`src/include/cd_pkg.sv`:
```
package cd_pkg;

  // clock and oscillator timing
  localparam int unsigned CLK_FREQ_HZ = 200_000_000;
  localparam int unsigned OSC_FREQ_HZ = 25_000;
  localparam int unsigned OSC_CYCLES = CLK_FREQ_HZ / OSC_FREQ_HZ;
  localparam int CNT_W = 16;

  // register byte offsets
  localparam logic [3:0] REG_CTRL = 4'h0;
  localparam logic [3:0] REG_DUTY = 4'h4;
  localparam logic [3:0] REG_PERIOD = 4'h8;
  localparam logic [3:0] REG_STATUS = 4'hc;

  // control field positions and reset value
  localparam int CTRL_FWD = 0;
  localparam int CTRL_SEL60 = 1;
  localparam int CTRL_RUN = 2;
  localparam logic [2:0] CTRL_RESET = 3'h5;
  localparam logic [CNT_W-1:0] DUTY_RESET = 16'h0000;

  // status field positions
  localparam int STAT_SECTOR = 0;
  localparam int STAT_INVALID = 3;
  localparam int STAT_LOWER = 4;
  localparam int STAT_UPPER = 5;
  localparam int STAT_HALL = 8;

  localparam logic [1:0] RESP_OKAY = 2'h0;
  localparam logic [1:0] RESP_SLVERR = 2'h2;
  localparam logic [2:0] SECTOR_NONE = 3'h7;

  // bit 0 is phase a, bit 1 phase b, bit 2 phase c
  typedef struct packed {
    logic [2:0] top_n;
    logic [2:0] bot;
  } cd_drive_t;

  typedef struct packed {
    logic fwd;
    logic sel60;
    logic run;
  } cd_ctrl_t;

endpackage : cd_pkg

```
`src/rtl/cd_commutation_decoder.sv`:
```
`timescale 1ns/100ps
module cd_commutation_decoder import cd_pkg::*; #(
  parameter int unsigned OSC_PERIOD = OSC_CYCLES
) (
  input wire logic CLK,
  input wire logic RST,
  input wire logic HALL_IN_A,
  input wire logic HALL_IN_B,
  input wire logic HALL_IN_C,
  input wire logic CURRENT_TRIP,
  output logic PHASE_A_HIGH_DRIVE_N,
  output logic PHASE_B_HIGH_DRIVE_N,
  output logic PHASE_C_HIGH_DRIVE_N,
  output logic PHASE_A_LOW_DRIVE,
  output logic PHASE_B_LOW_DRIVE,
  output logic PHASE_C_LOW_DRIVE,
  input wire logic [3:0] S_AXI_AWADDR,
  input wire logic S_AXI_AWVALID,
  output logic S_AXI_AWREADY,
  input wire logic [31:0] S_AXI_WDATA,
  input wire logic [3:0] S_AXI_WSTRB,
  input wire logic S_AXI_WVALID,
  output logic S_AXI_WREADY,
  output logic [1:0] S_AXI_BRESP,
  output logic S_AXI_BVALID,
  input wire logic S_AXI_BREADY,
  input wire logic [3:0] S_AXI_ARADDR,
  input wire logic S_AXI_ARVALID,
  output logic S_AXI_ARREADY,
  output logic [31:0] S_AXI_RDATA,
  output logic [1:0] S_AXI_RRESP,
  output logic S_AXI_RVALID,
  input wire logic S_AXI_RREADY
);

  localparam logic [CNT_W-1:0] PERIOD_RESET = CNT_W'(OSC_PERIOD);

  ////////////////////////////////////////////////////////////////////////////
  // input synchronisers

  logic [3:0] pins_sync;
  logic [2:0] hall;
  logic trip;

  cd_sync #(.W(4)) u_sync (
    .clk(CLK),
    .rst(RST),
    .d({CURRENT_TRIP, HALL_IN_C, HALL_IN_B, HALL_IN_A}),
    .q(pins_sync)
  );

  assign hall = pins_sync[2:0];
  assign trip = pins_sync[3];

  ////////////////////////////////////////////////////////////////////////////
  // register file over axi4-lite

  cd_ctrl_t ctrl, next_ctrl;
  logic [CNT_W-1:0] duty, next_duty;
  logic [CNT_W-1:0] period, next_period;
  logic aw_full, next_aw_full;
  logic w_full, next_w_full;
  logic [3:0] aw_addr, next_aw_addr;
  logic [31:0] w_data, next_w_data;
  logic [3:0] w_strb, next_w_strb;
  logic bvalid, next_bvalid;
  logic [1:0] bresp, next_bresp;
  logic rvalid, next_rvalid;
  logic [31:0] rdata, next_rdata;
  logic [1:0] rresp, next_rresp;
  logic [31:0] status;
  logic do_write;

  assign S_AXI_AWREADY = !aw_full;
  assign S_AXI_WREADY = !w_full;
  assign S_AXI_BVALID = bvalid;
  assign S_AXI_BRESP = bresp;
  assign S_AXI_ARREADY = !rvalid;
  assign S_AXI_RVALID = rvalid;
  assign S_AXI_RDATA = rdata;
  assign S_AXI_RRESP = rresp;
  // write commits once both halves are held and the last response is gone
  assign do_write = aw_full && w_full && !bvalid;

  always_comb begin
    next_ctrl = ctrl;
    next_duty = duty;
    next_period = period;
    next_aw_full = aw_full;
    next_w_full = w_full;
    next_aw_addr = aw_addr;
    next_w_data = w_data;
    next_w_strb = w_strb;
    next_bvalid = bvalid;
    next_bresp = bresp;
    next_rvalid = rvalid;
    next_rdata = rdata;
    next_rresp = rresp;
    if (S_AXI_AWVALID && !aw_full) begin
      next_aw_full = 1'b1;
      next_aw_addr = S_AXI_AWADDR;
    end
    if (S_AXI_WVALID && !w_full) begin
      next_w_full = 1'b1;
      next_w_data = S_AXI_WDATA;
      next_w_strb = S_AXI_WSTRB;
    end
    if (bvalid && S_AXI_BREADY) begin
      next_bvalid = 1'b0;
    end
    if (do_write) begin
      next_aw_full = 1'b0;
      next_w_full = 1'b0;
      next_bvalid = 1'b1;
      next_bresp = RESP_OKAY;
      unique case ({aw_addr[3:2], 2'b00})
        REG_CTRL: begin
          if (w_strb[0]) begin
            next_ctrl.fwd = w_data[CTRL_FWD];
            next_ctrl.sel60 = w_data[CTRL_SEL60];
            next_ctrl.run = w_data[CTRL_RUN];
          end
        end
        REG_DUTY: begin
          if (w_strb[0]) next_duty[7:0] = w_data[7:0];
          if (w_strb[1]) next_duty[15:8] = w_data[15:8];
        end
        REG_PERIOD: begin
          if (w_strb[0]) next_period[7:0] = w_data[7:0];
          if (w_strb[1]) next_period[15:8] = w_data[15:8];
        end
        default: next_bresp = RESP_SLVERR;
      endcase
    end
    if (rvalid && S_AXI_RREADY) begin
      next_rvalid = 1'b0;
    end
    if (S_AXI_ARVALID && !rvalid) begin
      next_rvalid = 1'b1;
      next_rresp = RESP_OKAY;
      unique case ({S_AXI_ARADDR[3:2], 2'b00})
        REG_CTRL: next_rdata = {29'h0, ctrl.run, ctrl.sel60, ctrl.fwd};
        REG_DUTY: next_rdata = {16'h0, duty};
        REG_PERIOD: next_rdata = {16'h0, period};
        REG_STATUS: next_rdata = status;
        default: begin
          next_rdata = 32'h0;
          next_rresp = RESP_SLVERR;
        end
      endcase
    end
    if (RST) begin
      next_ctrl = cd_ctrl_t'(CTRL_RESET);
      next_duty = DUTY_RESET;
      next_period = PERIOD_RESET;
      next_aw_full = 1'b0;
      next_w_full = 1'b0;
      next_aw_addr = 4'h0;
      next_w_data = 32'h0;
      next_w_strb = 4'h0;
      next_bvalid = 1'b0;
      next_bresp = RESP_OKAY;
      next_rvalid = 1'b0;
      next_rdata = 32'h0;
      next_rresp = RESP_OKAY;
    end
  end

  always_ff @(posedge CLK) begin
    ctrl <= next_ctrl;
    duty <= next_duty;
    period <= next_period;
    aw_full <= next_aw_full;
    w_full <= next_w_full;
    aw_addr <= next_aw_addr;
    w_data <= next_w_data;
    w_strb <= next_w_strb;
    bvalid <= next_bvalid;
    bresp <= next_bresp;
    rvalid <= next_rvalid;
    rdata <= next_rdata;
    rresp <= next_rresp;
  end

  ////////////////////////////////////////////////////////////////////////////
  // rotor position decode

  logic [2:0] sector;
  logic code_ok;

  // sector 0..5 in forward order; invalid codes return SECTOR_NONE
  always_comb begin
    sector = SECTOR_NONE;
    if (ctrl.sel60) begin
      unique case (hall)
        3'h1: sector = 3'h0;
        3'h3: sector = 3'h1;
        3'h7: sector = 3'h2;
        3'h6: sector = 3'h3;
        3'h4: sector = 3'h4;
        3'h0: sector = 3'h5;
        default: sector = SECTOR_NONE;
      endcase
    end else begin
      unique case (hall)
        3'h1: sector = 3'h0;
        3'h3: sector = 3'h1;
        3'h2: sector = 3'h2;
        3'h6: sector = 3'h3;
        3'h4: sector = 3'h4;
        3'h5: sector = 3'h5;
        default: sector = SECTOR_NONE;
      endcase
    end
  end

  assign code_ok = (sector != SECTOR_NONE);

  // one-hot phase selects, forward direction
  logic [2:0] sel_hi, sel_lo;

  always_comb begin
    sel_hi = 3'h0;
    sel_lo = 3'h0;
    unique case (sector)
      3'h0: begin sel_hi = 3'h1; sel_lo = 3'h4; end
      3'h1: begin sel_hi = 3'h2; sel_lo = 3'h4; end
      3'h2: begin sel_hi = 3'h2; sel_lo = 3'h1; end
      3'h3: begin sel_hi = 3'h4; sel_lo = 3'h1; end
      3'h4: begin sel_hi = 3'h4; sel_lo = 3'h2; end
      3'h5: begin sel_hi = 3'h1; sel_lo = 3'h2; end
      default: begin sel_hi = 3'h0; sel_lo = 3'h0; end
    endcase
  end

  ////////////////////////////////////////////////////////////////////////////
  // oscillator and dual latch pwm

  logic [CNT_W-1:0] cnt, next_cnt;
  logic upper, next_upper;
  logic lower, next_lower;
  cd_drive_t drv, next_drv;
  logic [2:0] on_hi, on_lo;

  always_comb begin
    next_cnt = cnt + 16'h0001;
    next_upper = upper;
    next_lower = lower;
    if (cnt >= period - 16'h0001) begin
      next_cnt = 16'h0000;
    end
    // latches are only set at cycle start, so a pulse cannot restart
    if (cnt == 16'h0000) begin
      next_upper = 1'b1;
      next_lower = 1'b1;
    end
    if (next_cnt >= duty) begin
      next_upper = 1'b0;
    end
    if (trip) begin
      next_lower = 1'b0;
    end
    if (RST) begin
      next_cnt = 16'h0000;
      next_upper = 1'b0;
      next_lower = 1'b0;
    end
  end

  ////////////////////////////////////////////////////////////////////////////
  // drive outputs

  always_comb begin
    on_hi = ctrl.fwd ? sel_hi : sel_lo;
    on_lo = ctrl.fwd ? sel_lo : sel_hi;
    next_drv.top_n = ~on_hi;
    next_drv.bot = (upper && lower) ? on_lo : 3'h0;
    if (!lower) begin
      next_drv.top_n = 3'h7;
      next_drv.bot = 3'h0;
    end
    if (!ctrl.run) begin
      next_drv.top_n = 3'h7;
      next_drv.bot = 3'h0;
    end
    if (!code_ok || RST) begin
      next_drv.top_n = 3'h7;
      next_drv.bot = 3'h0;
    end
  end

  always_ff @(posedge CLK) begin
    cnt <= next_cnt;
    upper <= next_upper;
    lower <= next_lower;
    drv <= next_drv;
  end

  assign status = {21'h0, hall, 2'h0, upper, lower, !code_ok, sector};

  assign PHASE_A_HIGH_DRIVE_N = drv.top_n[0];
  assign PHASE_B_HIGH_DRIVE_N = drv.top_n[1];
  assign PHASE_C_HIGH_DRIVE_N = drv.top_n[2];
  assign PHASE_A_LOW_DRIVE = drv.bot[0];
  assign PHASE_B_LOW_DRIVE = drv.bot[1];
  assign PHASE_C_LOW_DRIVE = drv.bot[2];

endmodule : cd_commutation_decoder

```
`src/rtl/cd_sync.sv`:
```
`timescale 1ns/100ps
module cd_sync import cd_pkg::*; #(
  parameter int W = 1
) (
  input wire logic clk,
  input wire logic rst,
  input wire logic [W-1:0] d,
  output logic [W-1:0] q
);

  logic [W-1:0] meta;
  logic [W-1:0] next_meta;
  logic [W-1:0] next_q;

  always_comb begin
    next_meta = d;
    next_q = meta;
    if (rst) begin
      next_meta = '0;
      next_q = '0;
    end
  end

  always_ff @(posedge clk) begin
    meta <= next_meta;
    q <= next_q;
  end

endmodule : cd_sync

```
`config.mk`:
```
export PLATFORM = sky130hd
export DESIGN_NAME = cd_commutation_decoder
export DESIGN_NICKNAME = d
export VERILOG_FILES = /design/src/include/cd_pkg.sv /design/src/rtl/cd_commutation_decoder.sv /design/src/rtl/cd_sync.sv
export SDC_FILE = /design/constraint.sdc
export NUM_CORES = 1
export LEC_CHECK = 0
export BUFFER_PORTS_ARGS = -buffer_cell sky130_fd_sc_hd__buf_2
export CORE_ASPECT_RATIO = 0.75
export CORE_MARGIN = 10
export CORE_UTILIZATION = 35
export CTS_CLUSTER_SIZE = 25
export DETAILED_ROUTE_END_ITERATION = 8
export GPL_TIMING_DRIVEN = 1
export MAX_ROUTING_LAYER = met4
export RECOVER_POWER = 100
export SYNTH_ARGS = -nofsm -noshare
export SYNTH_HDL_FRONTEND = slang
export SYNTH_SLANG_ARGS = --single-unit
```
`constraint.sdc`:
```
create_clock -name CLK -period 6.5 [get_ports CLK]
set_input_delay 0.65 -clock CLK [delete_from_list [all_inputs] [get_ports CLK]]
set_output_delay 0.65 -clock CLK [all_outputs]
set_load 0.05 [all_outputs]
```
# == After elaboration in Yosys (flattened, before gate mapping) ==
# Index checks and enable logic that the tools add are counted.
# op_classes
n_addsub,2
magnitude_cmp,2
eq_ne,18
mux,14
bitwise,4
reduce_logical,38
# op_table
cell,n
case mux 32 bit (4 select lines),1
case mux 3 bit (6 select lines),2
>= comparator 16 bit,2
== test 3 bit (second input constant),6
case mux 3 bit (3 select lines),2
OR reduction 2 bit,9
adder 16 x 1 -> 16 bit (second input constant),1
zero test 16 bit,1
two-way mux 16 bit,1
subtractor 16 x 1 -> 16 bit (second input constant),1
AND reduction 3 bit,5
== test 3 x 2 -> 1 bit (second input constant),4
two-way mux 3 bit,3
logical AND 1 bit,8
== test 2 bit (second input constant),3
== test 3 x 1 -> 1 bit (second input constant),2
zero test 3 bit,2
OR reduction 3 bit,2
zero test 1 bit,5
== test 2 x 1 -> 1 bit (second input constant),2
zero test 2 bit,2
two-way mux 1 bit,4
nonzero test 2 bit,2
OR reduction 4 bit,1
other kinds (5),7
# word_totals
register_bits,127
input_bits,55
word_cells,101

# == Longest topological paths before layout ==
# Gate-level depths: netlist of run 1.
# logic_depth
depth_word,8
mapped_depth,18
depth_no_buf,17

# == Hierarchy ==
# Synthesis of run 1 repeated with hierarchy kept, for this count alone.
# unflattened
hier_cells,645
area_unflattened_um2,5552.8
# modules_own_cells
mod,instances,cells_per_inst,area_each_um2,seq_area_each_um2
cd_commutation_decoder,1,629,5342.6,2001.9
cd_sync,1,16,210.2,160.2

# == Least setup slack after synthesis of run 1 ==
# No wires, ideal clock.
# synth_path
path_type,reg-to-reg
from,register period[8]
to,register upper
setup_ps,70
arrival_ps,3778
required_ps,6430
setup_slack_ps,2652
stages_incl_launch_ff,17
n_path_buf,1
period_less_slack_ps,3848
cell_sequence,dfxtp_1 -> or4_4 -> or3_4 -> nor2_1 -> xnor2_1 -> ha_1 -> a211oi_1 -> o211ai_1 -> a221oi_1 -> o21ai_1 -> clkbuf_1 -> nor2_1 -> ha_1 -> a21o_1 -> a221oi_1 -> o211ai_1 -> a21oi_1
# synth_via
elab_chain_len,5
# synth_rtl
item,line,source
from (decl),cd_commutation_decoder.sv:60,"logic [CNT_W-1:0] period, next_period;"
from (signal assigned),cd_commutation_decoder.sv:172,period <= next_period;
subtractor 16 x 1 -> 16 bit,cd_commutation_decoder.sv:249,if (cnt >= period - 16'h0001) begin
>= comparator 16 bit,cd_commutation_decoder.sv:249,
two-way mux 16 bit,cd_commutation_decoder.sv:249,
>= comparator 16 bit,cd_commutation_decoder.sv:257,if (next_cnt >= duty) begin
OR reduction 2 bit (no source line),--,
to (signal assigned),cd_commutation_decoder.sv:294,upper <= next_upper;
to (decl),cd_commutation_decoder.sv:240,"logic upper, next_upper;"
# Every way passes these cells.
# A chain may end at the register's enable or synchronous reset.

# == Worst setup path after layout of run 1 ==
# layout_path
from,register period[2]
to,register upper
# The elaborated chain is that of the path after synthesis.

==> flow_summary.json, run 1 <==
{
  "cts_tree": "yes",
  "fin_cells": 894,
  "die_w_um": 165,
  "arrival_ns": 5.08,
  "root_buffer": "clkbuf_16",
  "grt_pass1_wl_mm": 22.8,
  "critical_path_class": "reg -> reg",
  "avgSynthCellArea_um2": 8.51,
  "hpwl_mm": 10.9,
  "clkLatencyLatePin_ns": 0.35,
  "rows": 39,
  "critPathLaunchType": "register",
  "min-delay-start": "u_sync.q[3]",
  "cts_buffers": 9,
  "peakVddDrop_mv": 0.127,
  "ioPinCount": 102,
  "portBuffers": 60,
  "dp_cells": 878,
  "crit_path_end_kind": "register",
  "via_per_inst": 5.07,
  "grt_usage": 0.138,
  "grt_overflow": 0,
  "syn_inst": 644,
  "drive_gt1_frac": 0.0900,
  "clkPwrFrac": 0.389,
  "ys_seq_area_frac": 0.394,
  "synth_edf_count": 0,
  "ys_types": 51,
  "post_drt_wl_per_cell_um": 16.1,
  "period_share": 0.738,
  "ctsResizeCount": 0,
  "switching_share": 0.275,
  "drv_cap": 1,
  "finalPower_uw": 1430,
  "cpPeakStageDelay_ns": 0.55,
  "path_cells": "or4_1 > nor2_1 > nand2_1 > nor4_4 > xnor2_1 > ha_1 > nand2_1 > nor3_1 > o21ai_0 > o21ai_2 > buf_4 > nor2_1 > ha_1 > a21o_1 > a221oi_1 > o211ai_1 > a21oi_1",
  "synth_area_um2": 5480,
  "routed_wirelength_mm": 14.3,
  "firstDrtPassIters": 5,
  "cts_hold_buf": 0,
  "path_clk_slew_ns": 0.07,
  "fp.coreArea_um2": 15300,
  "synth_area_leader_cell": "dfxtp_1",
  "fin_nets": 774,
  "initial_core_util": 0.359,
  "yosys_register_bits": 108,
  "finalSetupTns_ns": 0,
  "internal_power_uw": 1040,
  "slew_headroom": -1.94,
  "final.setup_skew_ns": 0.0124,
  "grt_pass1_vias": 4444,
  "power_frac_seq": 0.491,
  "gp_congestion": 0.849,
  "synth_async_sr_flop_share": 0,
  "violations": "max-capacitance violations, max-slew violations",
  "ant_nets": 0,
  "p_switching_uw": 394,
  "drc_errors": 0,
  "fp.dieH_um": 128,
  "crit_start": "period[2]",
  "worst_slew_pin_slew_ns": 4.41,
  "status": "finished with violations",
  "drtIter0Drc": 380,
  "slew_violations": 103,
  "htreeDepth": 3,
  "antenna_found_initial": 0,
  "synthFlopType": "dfxtp_1",
  "p_comb_frac": 0.120,
  "finalHoldViolCount": 0,
  "setup_viol": 0,
  "rsz0062_at_grt": "false",
  "cts_max_path_buffers": 2,
  "r2r-start": "period[2]",
  "leakagePower_uw": 0.00238,
  "areaGrowthSynthToFinish_pct": 11.8,
  "critPathMaxFanout": 17,
  "grt_max_degree": 103,
  "post_cts_buffers": 0,
  "min_period_ns": 4.80,
  "ys.warnings.count": 0,
  "dr_total_vias": 4537,
  "ys_top_cells_by_area": "dfxtp_1, ha_1, mux2i_1",
  "antenna_cells": 0,
  "max_freq_mhz": 208,
  "power_density_nw_per_um2": 234,
  "die_area_um2": 21100,
  "worst_path_max_delay_cell": "or4_1",
  "synth_top_area_frac": 0.394,
  "worstHoldPathType": "reg -> reg",
  "clock_sinks": 108,
  "cp.required_ns": 6.78
}
[synth_stat cells, types with 3 or more instances]
library cell and instances:
buf_2 5, dfxtp_1 108, a211o_1 10, nor3b_1 4, xnor2_1 15, a211oi_1 3, a221oi_1 14, ha_1 35
nor2_1 76, xor2_1 13, nand3_1 8, inv_1 32, o211ai_1 9, buf_4 20, nand3b_1 5, o21a_1 3
o21ai_0 17, nand4_1 4, clkbuf_1 29, nand2_1 67, nor2b_1 19, a21oi_1 35, nand2b_1 3, nor3_1 37
and3_1 6, mux2i_1 33, nor4_1 3
[sequential cells by signal (all words and copies together) (netlist names), 2 cells and up]
signal	cells
w_data	16
cnt	16
S_AXI_RDATA	16
aw_addr	2
duty	16
u_sync.meta	4
ctrl	3
period	16
w_strb	2
u_sync.q	4
[path summary, 6_finish.rpt]
path | depth (start not counted) | to | slack [ns]
worst max-delay path | 17 | upper | 1.70
worst min-delay path | 1 | lower | 0.39
worst max register to register | 17 | upper | 1.70
worst min register to register | 1 | lower | 0.39
[cells by family (layout without fill, tap and decap cells)]
group / after synthesis / in the layout / synth area share
other: 1 / 19 / 0.000684
AOI/OAI and AO/OA: 104 / 104 / 0.125
xor gates and xnor gates: 28 / 28 / 0.0447
muxes: 33 / 33 / 0.0602
buffers and inverters: 86 / 113 / 0.0737
and+or+nand+nor: 249 / 249 / 0.221
adders and majority gates: 35 / 35 / 0.0799
DFF: 108 / 108 / 0.394
[stage by stage]
stage / setup WS (ns) / hold slack (ns) / utilization / area (µm²)
6_report: 1.70 / 0.386 / 0.401 / 6130
5_1_grt: 1.27 / 0.405 / 0.401 / 6130
4_1_cts: 1.78 / 0.388 / 0.404 / 6170
3_5_place_dp: 1.81 / 0.379 / 0.384 / 5870
3_3_place_gp: 1.94 / 0.381 / 0.384 / 5870
2_1_floorplan: 2.65 / 0.373 / - / 5550
[placed cells by master, fill, tap and decap left out, types with 5 or more instances in the layout]
cell,Yosys,final
buf_4,20,5
clkbuf_16,0,9
conb_1,1,19
xnor2_1,15,15
nand2_1,67,67
nand3_1,8,8
nor2b_1,19,19
nor2_1,76,76
a221oi_1,14,14
nand3b_1,5,5
inv_1,32,32
mux2i_1,33,33
nor3_1,37,37
clkbuf_1,29,30
xor2_1,13,13
o21ai_0,17,17
a21oi_1,35,35
ha_1,35,35
a211o_1,10,10
o211ai_1,9,9
and3_1,6,6
buf_2,5,31
dfxtp_1,108,108
[critical path, delay by kind of cell, from the launching register on]
family	cells	cell delay (ns)
XOR/XNOR	1	0.13
flip-flops	1	0.39
AND/OR/NAND/NOR	7	1.70
buffers and inverters	1	0.33
adder cells (fa/ha/maj)	2	0.60
AO/OA/AOI/OAI	6	1.57
[cell type report]
cell class,count,area [µm²]
Fill cell,1565,9140
Inverter,32,120
Clock inverter,5,58.8
Tap cell,205,256
Sequential cell,108,2160
Multi-Input combinational cell,468,2990
Clock buffer,11,243
Timing Repair Buffer,65,302
[routing by layer]
metal  routed length [µm]  part of all wire  up-vias  GRT usage
met2                 6250              0.44      120      0.209
met4                  218             0.015        0     0.0379
met5                    0                 0        -          -
met3                  812             0.057       18     0.0335
met1                 7070              0.49     2129      0.179
li1                     -                 -     2270          -
[power groups by stage]
stage          Combinational, µW  Sequential, µW  Clock [µW]
6_report                     173             705         557
3_3_place_gp                 172             718           0
5_1_grt                      189             708         599
3_5_place_dp                 175             720           0
2_1_floorplan                114             741           0
4_1_cts                      176             704         569
No activity file was read; power rests on OpenSTA's default activity.
==> run 2: changes to the inputs <==
clock period = 4.85 ns   (was 6.5 ns; I/O delays follow)
==> run 2 against run 1 <==
  * The run still ends with max-capacitance violations, max-slew violations left
  * Clock-buffer cell count shrank 2
  * Utilization about the same
  * Critical path depth did not move
  * Flip-flop and latch count did not move
  * First-iteration DRC count decreased by 27%
  * Combinational power is 32% higher
  * Clock power rose by 33%
  * Die area is the same
  * Sequential share of layout area hardly changed
  * Largest cell class unchanged
  * Largest power group unchanged
==> flow_summary.json, run 2 (synthesis gave the netlist of run 1 again) <==
{
  "gp_congestion": 0.882,
  "fp.coreArea_um2": 15300,
  "critPathMaxFanout": 16,
  "period_share": 0.887,
  "rsz0062_at_grt": "false",
  "portBuffers": 60,
  "root_buffer": "clkbuf_16",
  "routed_wirelength_mm": 14.1,
  "critical_path_class": "reg -> reg",
  "power_density_nw_per_um2": 312,
  "crit_buf_inv": 1,
  "ff2ff_path_depth": 17,
  "rows": 39,
  "hold_depth": 2,
  "cts_buffers": 9,
  "clock_sinks": 108,
  "grt_pass1_vias": 4475,
  "dr_total_vias": 4516,
  "firstDrtPassIters": 4,
  "crit_path_end_kind": "register",
  "cp.required_ns": 5.13,
  "drive_gt1_frac": 0.0926,
  "grt_overflow": 0,
  "path_cells": "or4_1 > nor2_1 > nand2_1 > nor3_1 > xnor2_1 > ha_1 > o21ai_0 > a21oi_1 > a221oi_1 > o21ai_0 > buf_4 > nor2_1 > ha_1 > a21o_1 > a221oi_1 > o211ai_1 > a21oi_1",
  "fp.dieH_um": 128,
  "placement.cell_area_um2": 5880,
  "worst_slew_pin_slew_ns": 2.03,
  "post_drt_wl_per_cell_um": 15.7,
  "final_common_cell": "dfxtp_1",
  "fin_cells": 896,
  "crit_cells": 17,
  "clkLatencyLatePin_ns": 0.35,
  "peakVddDrop_mv": 0.237,
  "critPathTopFamily": "compound AO/OA/AOI/OAI gates",
  "post-place-ws_ns": 0.587,
  "most-common-layout-cells": "dfxtp_1, nor2_1, nand2_1, nor3_1",
  "cts_hold_buf": 0,
  "min_period_ns": 4.30,
  "worst_slack_ns": 0.549,
  "max_freq_mhz": 232,
  "areaGrowthSynthToFinish_pct": 11.9,
  "nFillCells": 1556,
  "worst_path_max_delay_cell": "or4_1",
  "htreeDepth": 3,
  "grt_pass1_wl_mm": 22.6,
  "dp_cells": 880,
  "post-route-cell-area_um2": 6130,
  "slew_violations": 117,
  "via_per_inst": 5.04,
  "path_clk_slew_ns": 0.07,
  "antenna_cells": 0,
  "cts_max_path_buffers": 2,
  "die_w_um": 165,
  "fin_util": 0.402,
  "die_area_um2": 21100,
  "drc_errors": 0,
  "grt_max_degree": 103,
  "antenna_found_initial": 0,
  "finalHoldViolCount": 0,
  "leakagePower_uw": 0.00239,
  "slew_headroom": -0.352,
  "cpPeakStageDelay_ns": 0.55,
  "initial_core_util": 0.359,
  "setup_viol": 0,
  "fin_nets": 776,
  "violations": "max-capacitance violations, max-slew violations",
  "finalSetupTns_ns": 0,
  "ctsResizeCount": 0,
  "status": "finished with violations",
  "ioPinCount": 102,
  "critPathLaunchType": "register",
  "post_cts_buffers": 0,
  "drv_cap": 2,
  "cts_tree": "yes",
  "drtIter0Drc": 276,
  "final.setup_skew_ns": 0.0104,
  "ant_nets": 0,
  "hpwl_mm": 10.8,
  "grt_usage": 0.136,
  "arrival_ns": 4.58,
  "worstHoldPathType": "in -> reg"
}
==> run 2: changes by cell type in the layout (fill, tap and decap cells not counted) <==
cell	previous run	this run
clkbuf_1	30	28
nor3b_1	4	5
clkbuf_2	0	1
inv_6	1	2
o21ai_2	1	0
clkinv_2	1	2
nor3b_2	1	0
o21ai_0	17	18
clkbuf_8	1	0
buf_4	5	7
==> run 2: worst paths after layout <==
path,to,slack (ns),from
worst min register to register,lower,0.39,u_sync.q[3]
worst min-delay path,S_AXI_RVALID,0.31,S_AXI_RREADY
worst max register to register,upper,0.55,period[2]
worst max-delay path,upper,0.55,period[2]
==> run 2: routing by layer <==
layer	track usage	share of wire	routed length, µm
met2	0.209	0.44	6190
met4	0.0229	0.0096	135
met1	0.181	0.49	6950
met3	0.0328	0.057	806
met5	-	0	0
==> run 2: cell type report <==
| cell class | instances | area (µm²) | area share |
|---|---|---|---|
| sequential | 108 | 2160 | 0.353 |
| clock inverter | 7 | 72.6 | 0.0118 |
| tap | 205 | 256 | 0.0418 |
| clock buffer | 9 | 225 | 0.0367 |
| timing repair buffer | 67 | 318 | 0.0518 |
| multi-input combinational | 468 | 2980 | 0.486 |
| inverter | 32 | 120 | 0.0196 |
==> run 2: report_power, final <==
group	switching (µW)	internal, µW
Clock	340	403
Sequential	28.3	917
Combinational	168	60.8
==> run 2: metrics by stage <==
step / hold slack (ns) / power, µW
2_1_floorplan: 0.373 / 1150
3_3_place_gp: 0.383 / 1190
3_5_place_dp: 0.379 / 1200
4_1_cts: 0.305 / 1940
5_1_grt: 0.309 / 2000
6_report: 0.314 / 1920
